===== config.mk =====
export PLATFORM = sky130hd
export DESIGN_NAME = dual_slope_conversion_sequencer
export DESIGN_NICKNAME = d
export VERILOG_FILES = /design/src/rtl/dual_slope_pkg.sv /design/src/rtl/sync2.sv /design/src/rtl/dual_slope_conversion_sequencer.sv
export VERILOG_INCLUDE_DIRS = /design/src /design/src/rtl
export SDC_FILE = /design/constraint.sdc
export NUM_CORES = 1
export LEC_CHECK = 0
export BUFFER_PORTS_ARGS = -buffer_cell sky130_fd_sc_hd__buf_4
export CAP_MARGIN = 20
export CORE_ASPECT_RATIO = 1.5
export CORE_MARGIN = 1.5
export CORE_UTILIZATION = 35
export DETAILED_ROUTE_END_ITERATION = 12
export PLACE_DENSITY_LB_ADDON = 0.1
export SYNTH_ARGS = -nofsm -noshare
export SYNTH_HDL_FRONTEND = slang
export SYNTH_SLANG_ARGS = --single-unit

===== constraint.sdc =====
create_clock -name clock -period 3.6 [get_ports clock]
set_input_delay 0 -clock clock [delete_from_list [all_inputs] [get_ports clock]]
set_output_delay 0 -clock clock [all_outputs]
set_load 0.03 [all_outputs]

===== src/rtl/dual_slope_defines.svh =====
`ifndef DUAL_SLOPE_DEFINES_SVH
`define DUAL_SLOPE_DEFINES_SVH
// Phase lengths in counts (one count is two clock cycles)
`define ZERO_BASE_COUNTS 13'd500
`define AUTO_ZERO_COUNTS 13'd1500
`define INTEGRATE_COUNTS 13'd2000
`define DEINT_MAX_COUNTS 13'd4001
// Width of the end-of-conversion low pulse in clock cycles
`define EOC_PULSE_CYCLES 4'h4
// Reset value of the display register
`define DISPLAY_RESET 13'h0000
`endif


===== src/rtl/dual_slope_pkg.sv =====
package dual_slope_pkg;
    // Conversion phases, one-hot
    typedef enum logic [3:0] {
        PH_ZERO = 4'b0001,
        PH_AUTO_ZERO = 4'b0010,
        PH_INTEGRATE = 4'b0100,
        PH_DEINT = 4'b1000
    } phase_t;
    // Width of count values
    typedef logic [12:0] count_t;
endpackage : dual_slope_pkg


===== src/rtl/sync2.sv =====
`timescale 1ns/10ps
// Two flip-flop synchroniser for one pin level
module sync2 (
    input wire logic clock,
    input wire logic rstn,
    input wire logic ce,
    input wire logic async_in,
    output logic sync_out
);
    logic meta; // First stage, read only by the second
    // Shift the pin level through two stages
    always_ff @(posedge clock) begin
        if (!rstn) begin
            meta <= 1'b0;
            sync_out <= 1'b0;
        end else if (ce) begin
            meta <= async_in;
            sync_out <= meta;
        end
    end
endmodule : sync2


===== src/rtl/dual_slope_conversion_sequencer.sv =====
`timescale 1ns/10ps
`include "dual_slope_defines.svh"
// Behaviour
// - Pulse end-of-conversion pin low after each conversion
// - Pin held high freezes display, conversions continue
// - Integrate input for fixed count from zero
// - Apply opposite reference until comparator crosses zero or deintegrate count limit is reached
// - Deintegration count is the conversion result
// - Zero-output then auto-zero before each integration
// - Phase counters advance once every two clocks
// - Auto-zero lasts fixed count
// - Signal integration lasts fixed count
// - Zero phase is base plus unused deintegrate counts
module dual_slope_conversion_sequencer (
    input wire logic clock,
    input wire logic rstn,
    input wire logic ce,
    input wire logic comp_in, // Comparator: integrator output positive
    input wire logic eoc_in, // Level seen on the end-of-conversion pin
    output logic eoc_out, // Level driven on the pin
    output logic eoc_oe, // High while the pin is driven
    output logic sw_zero, // Zero-integrator-output switches
    output logic sw_auto_zero, // Auto-zero switches
    output logic sw_input, // Input connected to integrator
    output logic sw_ref_pos, // Positive reference connected
    output logic sw_ref_neg, // Negative reference connected
    output dual_slope_pkg::count_t display_value, // Displayed magnitude
    output logic display_negative, // Displayed sign
    output logic overrange // Displayed reading ran out of counts
);
    import dual_slope_pkg::*;

    // ****************************************
    // Pin and comparator synchronisation
    // ****************************************
    logic comp_s; // Synchronised comparator
    logic hold_s; // Synchronised pin level
    sync2 u_sync_comp (
        .clock(clock),
        .rstn(rstn),
        .ce(ce),
        .async_in(comp_in),
        .sync_out(comp_s)
    );
    sync2 u_sync_hold (
        .clock(clock),
        .rstn(rstn),
        .ce(ce),
        .async_in(eoc_in),
        .sync_out(hold_s)
    );

    // ****************************************
    // Count enable and phase decode
    // ****************************************
    logic half; // Divide-by-two toggle
    phase_t phase; // Current phase
    count_t cnt; // Count inside the phase
    count_t zero_len; // Length of the coming zero phase
    logic sign_neg; // Polarity latched at end of integration
    logic [3:0] pulse_cnt; // Remaining low-pulse cycles
    count_t pend_value; // Reading waiting for the end of the pulse
    logic pend_neg; // Sign waiting for the end of the pulse
    logic pend_over; // Overrange waiting for the end of the pulse
    wire tick = ce && half; // One count every two clocks
    wire last_zero = (phase == PH_ZERO) && (cnt == zero_len - 13'd1);
    wire last_az = (phase == PH_AUTO_ZERO) && (cnt == `AUTO_ZERO_COUNTS - 13'd1);
    wire last_int = (phase == PH_INTEGRATE) && (cnt == `INTEGRATE_COUNTS - 13'd1);
    // Zero crossing: comparator flips away from the integrated polarity
    wire crossed = (phase == PH_DEINT) && (comp_s == sign_neg);
    wire deint_full = (phase == PH_DEINT) && (cnt == `DEINT_MAX_COUNTS - 13'd1);
    wire end_deint = (phase == PH_DEINT) && (crossed || deint_full);
    wire [12:0] result = crossed ? cnt : cnt + 13'd1; // Counts used
    // Counts spent in deintegration, the ending count included
    wire [12:0] spent = cnt + 13'd1;
    // Pad with what deintegration left unused, so every cycle has one length
    wire [12:0] next_zero_len = `ZERO_BASE_COUNTS + (`DEINT_MAX_COUNTS - spent);
    wire pulse_last = (pulse_cnt == 4'h1); // Final cycle of the low pulse
    // Pin still high at the end of our own low pulse: an outside party holds it
    wire display_hold = pulse_last && hold_s;
    wire display_load = ce && pulse_last && !hold_s; // Pin followed our drive

    // Divide the clock by two
    always_ff @(posedge clock) begin
        if (!rstn) half <= 1'b0;
        else if (ce) half <= ~half;
    end

    // ****************************************
    // Phase sequencer
    // ****************************************
    // Advance phases and count within them
    always_ff @(posedge clock) begin
        if (!rstn) begin
            phase <= PH_ZERO;
            cnt <= 13'h0000;
            zero_len <= `ZERO_BASE_COUNTS;
            sign_neg <= 1'b0;
        end else if (tick) begin
            case (phase)
                PH_ZERO: begin
                    // Discharge integrator first
                    cnt <= last_zero ? 13'h0000 : cnt + 13'd1;
                    if (last_zero) phase <= PH_AUTO_ZERO;
                end
                PH_AUTO_ZERO: begin
                    cnt <= last_az ? 13'h0000 : cnt + 13'd1;
                    if (last_az) phase <= PH_INTEGRATE;
                end
                PH_INTEGRATE: begin
                    cnt <= last_int ? 13'h0000 : cnt + 13'd1;
                    if (last_int) begin
                        phase <= PH_DEINT;
                        sign_neg <= ~comp_s; // Polarity at end of integration
                    end
                end
                PH_DEINT: begin
                    // Run until zero crossing or count limit
                    cnt <= end_deint ? 13'h0000 : cnt + 13'd1;
                    if (end_deint) begin
                        phase <= PH_ZERO;
                        zero_len <= next_zero_len;
                    end
                end
                default: begin
                    phase <= PH_ZERO;
                    cnt <= 13'h0000;
                end
            endcase
        end
    end

    // ****************************************
    // Switch outputs
    // ****************************************
    // Register analog switch controls from the phase
    always_ff @(posedge clock) begin
        if (!rstn) begin
            sw_zero <= 1'b1;
            sw_auto_zero <= 1'b0;
            sw_input <= 1'b0;
            sw_ref_pos <= 1'b0;
            sw_ref_neg <= 1'b0;
        end else if (ce) begin
            sw_zero <= (phase == PH_ZERO);
            sw_auto_zero <= (phase == PH_AUTO_ZERO);
            sw_input <= (phase == PH_INTEGRATE);
            sw_ref_pos <= (phase == PH_DEINT) && sign_neg;
            sw_ref_neg <= (phase == PH_DEINT) && !sign_neg;
        end
    end

    // ****************************************
    // Result and end-of-conversion pulse
    // ****************************************
    // Capture the reading at the end of deintegration
    always_ff @(posedge clock) begin
        if (!rstn) begin
            pend_value <= `DISPLAY_RESET;
            pend_neg <= 1'b0;
            pend_over <= 1'b0;
        end else if (tick && end_deint) begin
            pend_value <= result;
            pend_neg <= sign_neg;
            pend_over <= deint_full && !crossed;
        end
    end

    // Load the display as the pulse ends, unless the pin stayed high
    always_ff @(posedge clock) begin
        if (!rstn) begin
            display_value <= `DISPLAY_RESET;
            display_negative <= 1'b0;
            overrange <= 1'b0;
        end else if (display_load) begin
            display_value <= pend_value;
            display_negative <= pend_neg;
            overrange <= pend_over;
        end
    end

    // Drive a short low pulse on the pin, then release it to its pull-up
    always_ff @(posedge clock) begin
        if (!rstn) begin
            pulse_cnt <= 4'h0;
            eoc_out <= 1'b1;
            eoc_oe <= 1'b0;
        end else if (ce) begin
            if (tick && end_deint) pulse_cnt <= `EOC_PULSE_CYCLES;
            else if (pulse_cnt != 4'h0) pulse_cnt <= pulse_cnt - 4'h1;
            eoc_out <= 1'b0;
            eoc_oe <= (tick && end_deint) || (pulse_cnt > 4'h1);
        end
    end

    // ****************************************
    // Checks
    // ****************************************
    property p_eoc_pulse;
        @(posedge clock) disable iff (!rstn)
            (ce && tick && end_deint) |=> (eoc_oe && !eoc_out);
    endproperty
    a_eoc_pulse: assert property (p_eoc_pulse) else $error("No low pulse at end");

    property p_release;
        @(posedge clock) disable iff (!rstn)
            (ce && pulse_last) |=> !eoc_oe;
    endproperty
    a_release: assert property (p_release) else $error("Pin not released");

    property p_hold;
        @(posedge clock) disable iff (!rstn)
            (ce && display_hold) |=> $stable(display_value);
    endproperty
    a_hold: assert property (p_hold) else $error("Display changed while held");

    property p_int_len;
        @(posedge clock) disable iff (!rstn)
            (tick && last_az) |=> (phase == PH_INTEGRATE) && (cnt == 13'h0000);
    endproperty
    a_int_len: assert property (p_int_len) else $error("Integration did not start");

    property p_int_end;
        @(posedge clock) disable iff (!rstn)
            (tick && phase == PH_INTEGRATE && cnt == `INTEGRATE_COUNTS - 13'd1)
                |=> (phase == PH_DEINT);
    endproperty
    a_int_end: assert property (p_int_end) else $error("Integration length wrong");

    property p_ref_opp;
        @(posedge clock) disable iff (!rstn)
            (phase == PH_DEINT && ce) |=> (sw_ref_pos == sign_neg) && (sw_ref_neg == !sign_neg);
    endproperty
    a_ref_opp: assert property (p_ref_opp) else $error("Reference polarity wrong");

    property p_result;
        @(posedge clock) disable iff (!rstn)
            (tick && crossed) |=> (pend_value == $past(cnt));
    endproperty
    a_result: assert property (p_result) else $error("Result not deint count");

    property p_load;
        @(posedge clock) disable iff (!rstn)
            display_load |=> (display_value == $past(pend_value))
                && (display_negative == $past(pend_neg));
    endproperty
    a_load: assert property (p_load) else $error("Display not loaded");

    property p_order;
        @(posedge clock) disable iff (!rstn)
            (tick && last_zero) |=> (phase == PH_AUTO_ZERO);
    endproperty
    a_order: assert property (p_order) else $error("Auto-zero not after zero");

    property p_div;
        @(posedge clock) disable iff (!rstn)
            (ce && !half && phase != PH_DEINT) |=> $stable(cnt);
    endproperty
    a_div: assert property (p_div) else $error("Count moved on odd clock");

    property p_total;
        @(posedge clock) disable iff (!rstn)
            (tick && end_deint)
                |=> (zero_len + $past(spent) == `ZERO_BASE_COUNTS + `DEINT_MAX_COUNTS);
    endproperty
    a_total: assert property (p_total) else $error("Cycle length not constant");
endmodule : dual_slope_conversion_sequencer


==> reports/results.txt, run 1 <==
pre-CTS setup slack - 0.5284 ns
Fill cells - 1201
global-route wire length before repair - 17.80 mm
Synth Flop Type - dfxtp_1
CTS sink cnt - 77
Crit path buffers/inverters - 0
largest area contributor in the netlist - dfxtp_1
drt wl/cell - 15.78 um
Synth area leaders - dfxtp_1, xnor2_1, nor2_1
crit path time final - 3.089 ns
worst-case clock buffer depth - 2
stages on the worst setup path - 9
share of layout cells above drive strength 1 - 0.1221
status - completed
Core Area - 11590 um^2
peak supply drop - 196.7 uV
startpoint types - flip-flop
Post-synth EDFFs - 0
final wirelength - 10.63 mm
Slew HR - 0.4563
register area share after synthesis - 0.3677
Max Clk Rate - 323.7 MHz
Overflow after GRT - 0
RSZ-0062 raised after global routing - no
Total GRT Usage - 0.1831
synth-to-layout area growth - 14.77%
Worst Tran Pin Value - 0.8144 ns
antenna violations before repair - 0
Syn Inst Count - 508
Resize count post-CTS - 0
endpoint class of the critical path - flip-flop
vias per cell - 5.252
Pre-antenna DRT Iters - 4
vias - 3540
H-tree depth - 3
Syn Nets - 520
Final Instance Area - 4812 um^2
placer's final routability congestion estimate - 0.8704
final worst-path cycle share - 0.8581
Pwr per Cell Area - 380.7 nW/um^2
CTS Buf Count - 9
I/O Pins - 27
cell family with most CP delay - simple AND/OR/NAND/NOR gates
Horiz. Die Dim - 92.37 um
Final Hold Vio Count - 0
CTS Hold Bufs - 3
Ys Warns - 0
Netlist cell types - 60
Final WS setup - 0.5107 ns
Post-Syn Area - 4193 um^2
setup TNS - 0 ns
Worst path max stage delay - 0.57 ns
WHS - 0.05605 ns
R2R cell count - 9
FP Rows - 48
area share of the largest cell type after synthesis - 0.3677
PortBufs - 26
top-count cell post-synth - dfxtp_1
DRT iter0 DRCs - 184
CP required - 3.84 ns
max-slew violations - 0
Arr. time, crit path - 3.33 ns
worst-path maximum fanout - 12
largest net degree at the start of global routing - 46
synthesized flop and latch total - 77
NumNets Final - 531
WHS Path Cells - 3
n_diodes - 0
vias in the first global route - 3449
Cell Area, Placed - 4488 um^2
setup bufs post-CTS - 0
ys async rst share - 0
Initial Utilization - 0.3617
die area - 12660 um^2
Mean Syn Cell Area - 8.253 um^2
Critical Path Slowest Stage Cell - nor2_1
Routed Antenna Nets - 0
most used cell, CP - nor2_1
cells along the critical path - ha_1 -> nand3_1 -> nor2_1 -> xnor2_1 -> and3_1 -> nor2_1 -> nor2_1 -> xor2_1 -> a211oi_1
clk slew on worst S/H paths - 0.06 ns
DP Wirelength - 7.572 mm
setup violators final - 0
commonest cells in the netlist - dfxtp_1, nor2_1, nand2_1
clk_lat worst skew - 0.34 ns
leakage dissipation - 1.847 nW
die height - 137.1 um
max-cap violation count - 0
Setup Crit Path Kind - reg -> reg
root buffer cell - clkbuf_16
Clock Skew - 0.009142 ns
CTS tree - built
residual DRC count - 0
worst hold-check path type - in -> reg
-- state kept, by name (all words and copies together), names as in the netlist, 4 cells and up --
signal,flops
pulse_cnt,4
zero_len,13
pend_value,13
display_value,13
phase,4
cnt,13
-- per-stage QoR --
step                cells  total power [mW]    util
CTS                   674             1.857  0.4152
finish                674             1.832  0.4152
global placement      655            0.9496  0.3872
global route          674             1.907  0.4152
floorplan             508            0.9287       -
detailed placement    655            0.9491  0.3872
-- layout make-up --
class                   count  area (um^2)  share of cell area
multi-input cells         381         2459              0.5109
flip-flops and latches     77         1541              0.3203
repair buffers             36        277.8             0.05772
clock buffers              11        232.7             0.04836
well taps                 150        187.7             0.03900
clock inverters             5        61.31             0.01274
inverters                  14        52.55             0.01092
-- power by group --
group	switching [mW]	internal [mW]	total [mW]
Clock	0.361	0.538	0.899
Combinational	0.0436	0.0231	0.0667
Sequential	0.00768	0.858	0.866
Total	0.412	1.42	1.83
-- placed cells by master (no fill, tap or decap), types with 3 or more instances in the layout --
master / n
nand4_1: 5
buf_4: 33
dlygate4sd3_1: 3
and3_1: 7
and4_1: 3
inv_1: 13
nor3_1: 22
dfxtp_1: 77
mux2i_1: 23
nor4b_1: 6
nand3b_1: 3
a31oi_1: 7
nor2_1: 69
a211oi_1: 12
a21oi_1: 22
nand2_1: 48
and4b_1: 3
o21ai_0: 17
ha_1: 7
clkinvlp_4: 3
xnor2_1: 36
o211ai_1: 7
a32o_1: 3
nand3_1: 18
xor2_1: 13
clkbuf_16: 9
nand2b_1: 4
and2_1: 4
-- per-layer routing --
metal	part of all wire	vias up	GRT usage
li1	-	1806	-
met5	0	-	0
met3	0.030	20	0.03889
met1	0.45	1659	0.2171
met2	0.50	55	0.3170
met4	0.027	0	0.07692
-- worst register-to-register path, delay by kind of cell, from the launching register on --
| kind | cells | cell delay (ns) |
|---|---|---|
| AND/OR/NAND/NOR | 5 | 1.43 |
| flip-flops | 1 | 0.51 |
| adder cells (fa/ha/maj) | 1 | 0.49 |
| XOR/XNOR | 2 | 0.34 |
| AO/OA/AOI/OAI | 1 | 0.23 |
-- kinds of logic after synthesis --
logic type | Yosys count | synth area share
flip-flops | 77 | 0.3677
adder cells (fa/ha/maj) | 7 | 0.02089
XOR/XNOR | 49 | 0.1024
AND/OR/NAND/NOR | 213 | 0.2584
multiplexers | 24 | 0.05759
AO/OA/AOI/OAI | 88 | 0.1471
buffers and inverters | 50 | 0.04596
-- final timing paths --
path / slack (ns) / endpoint / from
worst max-delay path: 0.51 / zero_len[11]$_SDFFE_PN0P_ / cnt[0]$_SDFFE_PN0P_
worst min-delay path: 0.06 / sw_ref_neg$_SDFFE_PN0P_ / ce
worst max register to register: 0.51 / zero_len[11]$_SDFFE_PN0P_ / cnt[0]$_SDFFE_PN0P_
worst min register to register: 0.45 / pend_neg$_SDFFE_PN0P_ / pend_neg$_SDFFE_PN0P_
Power figures use the tool's default switching activity.
==> run 2: changes to the inputs <==
clock period = 3 ns   (was 3.6 ns; I/O delays follow)
==> run 2 against run 1 <==
Compared with the run above: sequential power rose by 20%; first-iteration DRC count is 16% lower; largest power group unchanged; combinational power is 22% higher; die area is the same; design area is 4.0% higher; sequential share of layout area decreased by 1.2 points; critical path depth decreased by 1; non-clock buffer count grew 20.
==> reports/results.txt, run 2 (synthesis results as in run 1) <==
worst-case clock buffer depth - 2 (unchanged)
CP required - 3.22 ns (was 3.84 ns)
status - completed (unchanged)
worst-path maximum fanout - 7 (was 12)
CTS Buf Count - 9 (unchanged)
WHS - 0.05391 ns (was 0.05605 ns)
clk_lat worst skew - 0.34 ns (about the same)
cells along the critical path - or4_4 -> nor3b_4 -> and4b_1 -> a2111oi_2 -> a2111oi_4 -> o21ai_4 -> and2_4 -> a32o_1 (was ha_1 -> nand3_1 -> nor2_1 -> xnor2_1 -> and3_1 -> nor2_1 -> nor2_1 -> xor2_1 -> a211oi_1)
Routed Antenna Nets - 0 (unchanged)
share of layout cells above drive strength 1 - 0.1599 (was 0.1221)
max-cap violation count - 0 (unchanged)
Clock Skew - 0.009707 ns (was 0.009142 ns)
Max Clk Rate - 362.5 MHz (was 323.7 MHz)
most common library cell in the layout ignoring fill and taps - dfxtp_1 (unchanged)
Overflow after GRT - 0 (unchanged)
PortBufs - 26 (unchanged)
Critical Path Slowest Stage Cell - or4_4 (was nor2_1)
residual DRC count - 0 (unchanged)
Inst Count DP - 675 (was 655)
Final Non-Filler Cells - 694 (was 674)
setup TNS - 0 ns (unchanged)
worst hold-check path type - in -> reg (unchanged)
Initial Utilization - 0.3617 (unchanged)
largest net degree at the start of global routing - 60 (was 46)
antenna violations before repair - 0 (unchanged)
Crit path buffers/inverters - 0 (unchanged)
cell family with most CP delay - simple AND/OR/NAND/NOR gates (unchanged)
die area - 12660 um^2 (unchanged)
Core Area - 11590 um^2 (unchanged)
FP Rows - 48 (unchanged)
vias - 3577 (was 3540)
leakage dissipation - 1.979 nW (was 1.847 nW)
Total GRT Usage - 0.1790 (was 0.1831)
final worst-path cycle share - 0.9196 (was 0.8581)
H-tree depth - 3 (unchanged)
root buffer cell - clkbuf_16 (unchanged)
endpoint class of the critical path - flip-flop (unchanged)
Worst Tran Pin Value - 1.060 ns (was 0.8144 ns)
Setup Crit Path Kind - reg -> reg (unchanged)
Final WS setup - 0.2411 ns (was 0.5107 ns)
synth-to-layout area growth - 19.40% (was 14.77%)
Final Hold Vio Count - 0 (unchanged)
Pre-antenna DRT Iters - 4 (unchanged)
peak supply drop - 225.1 uV (was 196.7 uV)
I/O Pins - 27 (unchanged)
startpoint types - flip-flop (unchanged)
Slew HR - 0.2922 (was 0.4563)
Pwr per Cell Area - 462.9 nW/um^2 (was 380.7 nW/um^2)
CTS tree - built (unchanged)
Fill cells - 1157 (was 1201)
clk slew on worst S/H paths - 0.06 ns (about the same)
RSZ-0062 raised after global routing - no (unchanged)
drt wl/cell - 15.47 um (was 15.78 um)
CTS sink cnt - 77 (unchanged)
setup violators final - 0 (unchanged)
die height - 137.1 um (unchanged)
NumNets Final - 551 (was 531)
vias per cell - 5.154 (was 5.252)
most frequent cells in the layout - dfxtp_1, nor2_1, buf_4 (was dfxtp_1, nor2_1, nand2_1)
max-slew violations - 0 (unchanged)
Arr. time, crit path - 2.98 ns (was 3.33 ns)
pre-CTS setup slack - 0.1867 ns (was 0.5284 ns)
final wirelength - 10.74 mm (was 10.63 mm)
Horiz. Die Dim - 92.37 um (unchanged)
Worst path max stage delay - 0.59 ns (was 0.57 ns)
n_diodes - 0 (unchanged)
placer's final routability congestion estimate - 0.8792 (was 0.8704)
crit path time final - 2.759 ns (was 3.089 ns)
vias in the first global route - 3415 (was 3449)
DP Wirelength - 7.725 mm (was 7.572 mm)
DRT iter0 DRCs - 154 (was 184)
global-route wire length before repair - 17.49 mm (was 17.80 mm)
## run 2: changes by cell type in the layout (fill, tap and decap cells not counted), sizes merged
cell / delta
buf: +20
clkinvlp: -2
bufinv: +1
clkbuf: -1
clkinv: +1
inv: +1
## run 2: layout make-up
| cell class | instances | area [um^2] | share of cell area |
|---|---|---|---|
| flip-flops and latches | 77 | 1541 | 0.3079 |
| repair buffers | 56 | 427.9 | 0.08548 |
| multi-input cells | 381 | 2464 | 0.4921 |
| clock inverters | 6 | 93.84 | 0.01875 |
| well taps | 150 | 187.7 | 0.03749 |
| inverters | 14 | 52.55 | 0.01050 |
| clock buffers | 10 | 239.0 | 0.04774 |
## run 2: worst paths after layout
check | from | end | slack, ns | depth (start not counted)
setup / recovery | zero_len[3]$_SDFFE_PN0P_ | cnt[1]$_SDFFE_PN0P_ | 0.24 | 8
hold / removal | ce | eoc_out$_SDFFE_PN1P_ | 0.05 | 2
setup reg to reg | zero_len[3]$_SDFFE_PN0P_ | cnt[1]$_SDFFE_PN0P_ | 0.24 | 8
hold reg to reg | eoc_out$_SDFFE_PN1P_ | eoc_out$_SDFFE_PN1P_ | 0.47 | 2
## run 2: power by group
group          internal (mW)  total (mW)  switching (mW)  leakage, nW
Clock                  0.757        1.20           0.441        0.159
Combinational         0.0284      0.0813          0.0529         1.20
Sequential              1.03        1.04         0.00783        0.622
## run 2: worst reg2reg max path: cells and delay by family, from the launching register on
| family | cells | cell delay (ns) |
|---|---|---|
| flip-flops | 1 | 0.35 |
| AO/OA/AOI/OAI | 4 | 0.96 |
| AND/OR/NAND/NOR | 4 | 1.33 |
## run 2: what timing repair did
item                                   4_1_cts  5_1_grt
buffers inserted                             0        0
hold buffers                                 3        0
setup endpoints to repair                    0       10
gates resized for setup                      0        1
endpoints found under the hold margin        5        0
## run 2: metal layers
layer	vias up	global-route usage	share of wire
met3	24	0.03944	0.040
li1	1843	-	-
met2	63	0.2941	0.47
met5	-	0	0
met4	0	0.09145	0.038
met1	1647	0.2180	0.45
## run 2: metrics by stage
| stage | util | instance area, um^2 | power, mW |
|---|---|---|---|
| 4_1_cts | 0.4315 | 5001 | 2.352 |
| 2_1_floorplan | - | 4193 | 1.115 |
| 3_3_place_gp | 0.4002 | 4638 | 1.139 |
| 6_report | 0.4319 | 5006 | 2.317 |
| 3_5_place_dp | 0.4002 | 4638 | 1.140 |
| 5_1_grt | 0.4319 | 5006 | 2.409 |
==> run 3: changes to the inputs <==
ABC_AREA = 1   (was unset)
==> run 3 against run 2 <==
Compared with the run above: via count increased by 5.5%; core utilization fell by 1.8 points; cell count grew 13%.
==> reports/results.txt, run 3 <==
DP Wirelength - 8.231 mm (was 7.725 mm)
Critical Path Slowest Stage Cell - inv_1 (was or4_4)
Resize count post-CTS - 0 (unchanged)
CP required - 3.27 ns (was 3.22 ns)
root buffer cell - clkbuf_16 (unchanged)
Final Instance Area - 4728 um^2 (was 5006 um^2)
Initial Utilization - 0.3568 (was 0.3617)
Worst path max stage delay - 0.37 ns (was 0.59 ns)
switching share of power - 0.2817 (was 0.2167)
area share of the largest cell type after synthesis - 0.3786 (was 0.3677)
Crit path buffers/inverters - 2 (was 0)
synth-to-layout area growth - 16.13% (was 19.40%)
FP Rows - 48 (unchanged)
top-count cell post-synth - nand2_1 (was dfxtp_1)
Netlist cell types - 39 (was 60)
Slew HR - 0.5738 (was 0.2922)
RSZ-0062 raised after global routing - no (unchanged)
Synth Flop Type - dfxtp_1 (unchanged)
Switch Pwr - 0.7789 mW (was 0.5021 mW)
vias in the first global route - 3650 (was 3415)
worst hold-check path type - in -> reg (unchanged)
Arr. time, crit path - 2.72 ns (was 2.98 ns)
final wirelength - 10.87 mm (was 10.74 mm)
CTS Buf Count - 9 (unchanged)
clk_lat worst skew - 0.34 ns (about the same)
WHS - 0.01965 ns (was 0.05391 ns)
synthesized flop and latch total - 77 (unchanged)
crit path time final - 2.449 ns (was 2.759 ns)
met1 WL - 4.793 mm (was 4.823 mm)
Fill cells - 1245 (was 1157)
startpoint types - flip-flop (unchanged)
clk slew on worst S/H paths - 0.06 ns (about the same)
Total GRT Usage - 0.1881 (was 0.1790)
commonest cells in the netlist - nand2_1, nor2_1, dfxtp_1 (was dfxtp_1, nor2_1, nand2_1)
global-route wire length before repair - 18.21 mm (was 17.49 mm)
cells along the critical path - inv_1 -> ha_1 -> nand4_1 -> nor2_1 -> nand3_1 -> nand2_2 -> nand2_4 -> nor2_4 -> inv_1 -> a21oi_1 -> o21ai_0 -> o21ai_1 (was or4_4 -> nor3b_4 -> and4b_1 -> a2111oi_2 -> a2111oi_4 -> o21ai_4 -> and2_4 -> a32o_1)
Core Area - 11410 um^2 (was 11590 um^2)
Syn Inst Count - 606 (was 508)
die height - 135.1 um (was 137.1 um)
pre-CTS setup slack - 0.5779 ns (was 0.1867 ns)
vias per cell - 4.813 (was 5.154)
Routed Antenna Nets - 0 (unchanged)
WL met2 - 5.670 mm (was 5.074 mm)
antenna violations before repair - 0 (unchanged)
Syn Nets - 618 (was 520)
Pwr per Cell Area - 584.8 nW/um^2 (was 462.9 nW/um^2)
Seq pwr share - 0.415 (was 0.448)
Mean Syn Cell Area - 6.718 um^2 (was 8.253 um^2)
Clock Skew - 0.008359 ns (was 0.009707 ns)
Setup Crit Path Kind - reg -> reg (unchanged)
leakage dissipation - 2.153 nW (was 1.979 nW)
vias - 3773 (was 3577)
setup bufs post-CTS - 0 (unchanged)
H-tree depth - 3 (unchanged)
Post-Syn Area - 4071 um^2 (was 4193 um^2)
Cell Area, Placed - 4384 um^2 (was 4638 um^2)
placer's final routability congestion estimate - 0.8968 (was 0.8792)
most used cell, CP - inv_1
CTS Hold Bufs - 3 (unchanged)
status - completed (unchanged)
worst-path maximum fanout - 16 (was 7)
peak supply drop - 349.4 uV (was 225.1 uV)
setup TNS - 0 ns (unchanged)
max-cap violation count - 0 (unchanged)
Overflow after GRT - 0 (unchanged)
setup violators final - 0 (unchanged)
drt wl/cell - 13.86 um (was 15.47 um)
PortBufs - 26 (unchanged)
ys async rst share - 0 (unchanged)
max layer used - met4 (unchanged)
Post-synth EDFFs - 0 (unchanged)
NumNets Final - 642 (was 551)
Final WS setup - 0.5514 ns (was 0.2411 ns)
Ys Warns - 0 (unchanged)
total length of routed met3 wires - 241 um (was 429 um)
Horiz. Die Dim - 91.06 um (was 92.37 um)
Internal - 1.986 mW (was 1.815 mW)
most common library cell in the layout ignoring fill and taps - nand2_1 (was dfxtp_1)
residual DRC count - 0 (unchanged)
Max Clk Rate - 408.4 MHz (was 362.5 MHz)
largest net degree at the start of global routing - 36 (was 60)
worst-case clock buffer depth - 2 (unchanged)
register area share after synthesis - 0.3786 (was 0.3677)
I/O Pins - 27 (unchanged)
share of layout cells above drive strength 1 - 0.1136 (was 0.1599)
Synth area leaders - dfxtp_1, nand2_1, nor2_1 (was dfxtp_1, xnor2_1, nor2_1)
clock power share - 0.419 (was 0.517)
n_diodes - 0 (unchanged)
largest area contributor in the netlist - dfxtp_1 (unchanged)
Pre-antenna DRT Iters - 5 (was 4)
CTS tree - built (unchanged)
max-slew violations - 0 (unchanged)
most frequent cells in the layout - nand2_1, nor2_1, dfxtp_1 (was dfxtp_1, nor2_1, buf_4)
CTS sink cnt - 77 (unchanged)
cell family with most CP delay - simple AND/OR/NAND/NOR gates (unchanged)
Worst Tran Pin Value - 0.6386 ns (was 1.060 ns)
endpoint class of the critical path - flip-flop (unchanged)
Comb pwr share - 0.166 (was 0.035)
final worst-path cycle share - 0.8162 (was 0.9196)
final core occ - 0.4144 (was 0.4319)
DRT iter0 DRCs - 167 (was 154)
die area - 12300 um^2 (was 12660 um^2)
Final Hold Vio Count - 0 (unchanged)
run 3: cell count changes after synthesis, moves of 11 or more:
cell / previous run / this run
mux2i_1: 23 / 0
o21ai_1: 1 / 12
o21ai_0: 17 / 54
xnor2_1: 36 / 6
nor2_1: 69 / 86
clkbuf_1: 28 / 11
nor3_1: 22 / 9
inv_1: 14 / 68
a211oi_1: 12 / 0
nand2_1: 48 / 151
run 3: layer usage:
metal  up-vias  GRT usage
li1       1971          -
met1      1746     0.2201
met2        45     0.3400
met3        11    0.03435
met4         0    0.06684
met5         -          0
run 3: power groups by stage:
stage | logic, mW | clock network [mW] | registers, mW
after floorplan | 0.228 | 0 | 1.25
after global placement | 0.458 | 0 | 1.17
after detailed placement | 0.458 | 0 | 1.17
after CTS | 0.465 | 1.18 | 1.15
after global routing | 0.516 | 1.23 | 1.16
final | 0.458 | 1.16 | 1.15
run 3: area by class of cell:
cell class                 instances  area [um^2]  share of cell area
clock inverter                     6        88.84             0.01879
timing repair buffer              35        270.3             0.05716
inverter                          74        277.8             0.05875
sequential                        77         1541              0.3260
multi-input combinational        433         2137              0.4520
clock buffer                       9        225.2             0.04763
tap                              150        187.7             0.03969
run 3: final timing paths:
check | start | end | slack, ns | cells after the start
hold / removal | rstn | eoc_out$_SDFFE_PN1P_ | 0.02 | 2
setup / recovery | cnt[0]$_SDFFE_PN0P_ | zero_len[9]$_SDFFE_PN0P_ | 0.55 | 12
setup reg to reg | cnt[0]$_SDFFE_PN0P_ | zero_len[9]$_SDFFE_PN0P_ | 0.55 | 12
hold reg to reg | pend_value[7]$_SDFFE_PN0P_ | pend_value[7]$_SDFFE_PN0P_ | 0.45 | 2
run 3: logic make-up (layout without fill, tap and decap cells):
family,count (synthesis),in the layout,synth area share
buf+inv,96,124,0.09649
simple gates,297,297,0.3138
flops,77,77,0.3786
compound gates,109,109,0.1447
xor+xnor,20,20,0.04487
fa+ha+maj,7,7,0.02151
run 3: worst register-to-register path: cells and delay by family (launching register included):
kind | cells | cell delay (ns)
adder cells (fa/ha/maj) | 1 | 0.22
AND/OR/NAND/NOR | 6 | 0.88
flip-flops | 1 | 0.34
AO/OA/AOI/OAI | 3 | 0.38
buffers and inverters | 2 | 0.56
run 3: stage by stage:
stage	power [mW]	std cells
2_1_floorplan	1.479	606
3_3_place_gp	1.627	766
3_5_place_dp	1.628	766
4_1_cts	2.797	784
5_1_grt	2.900	784
6_report	2.765	784
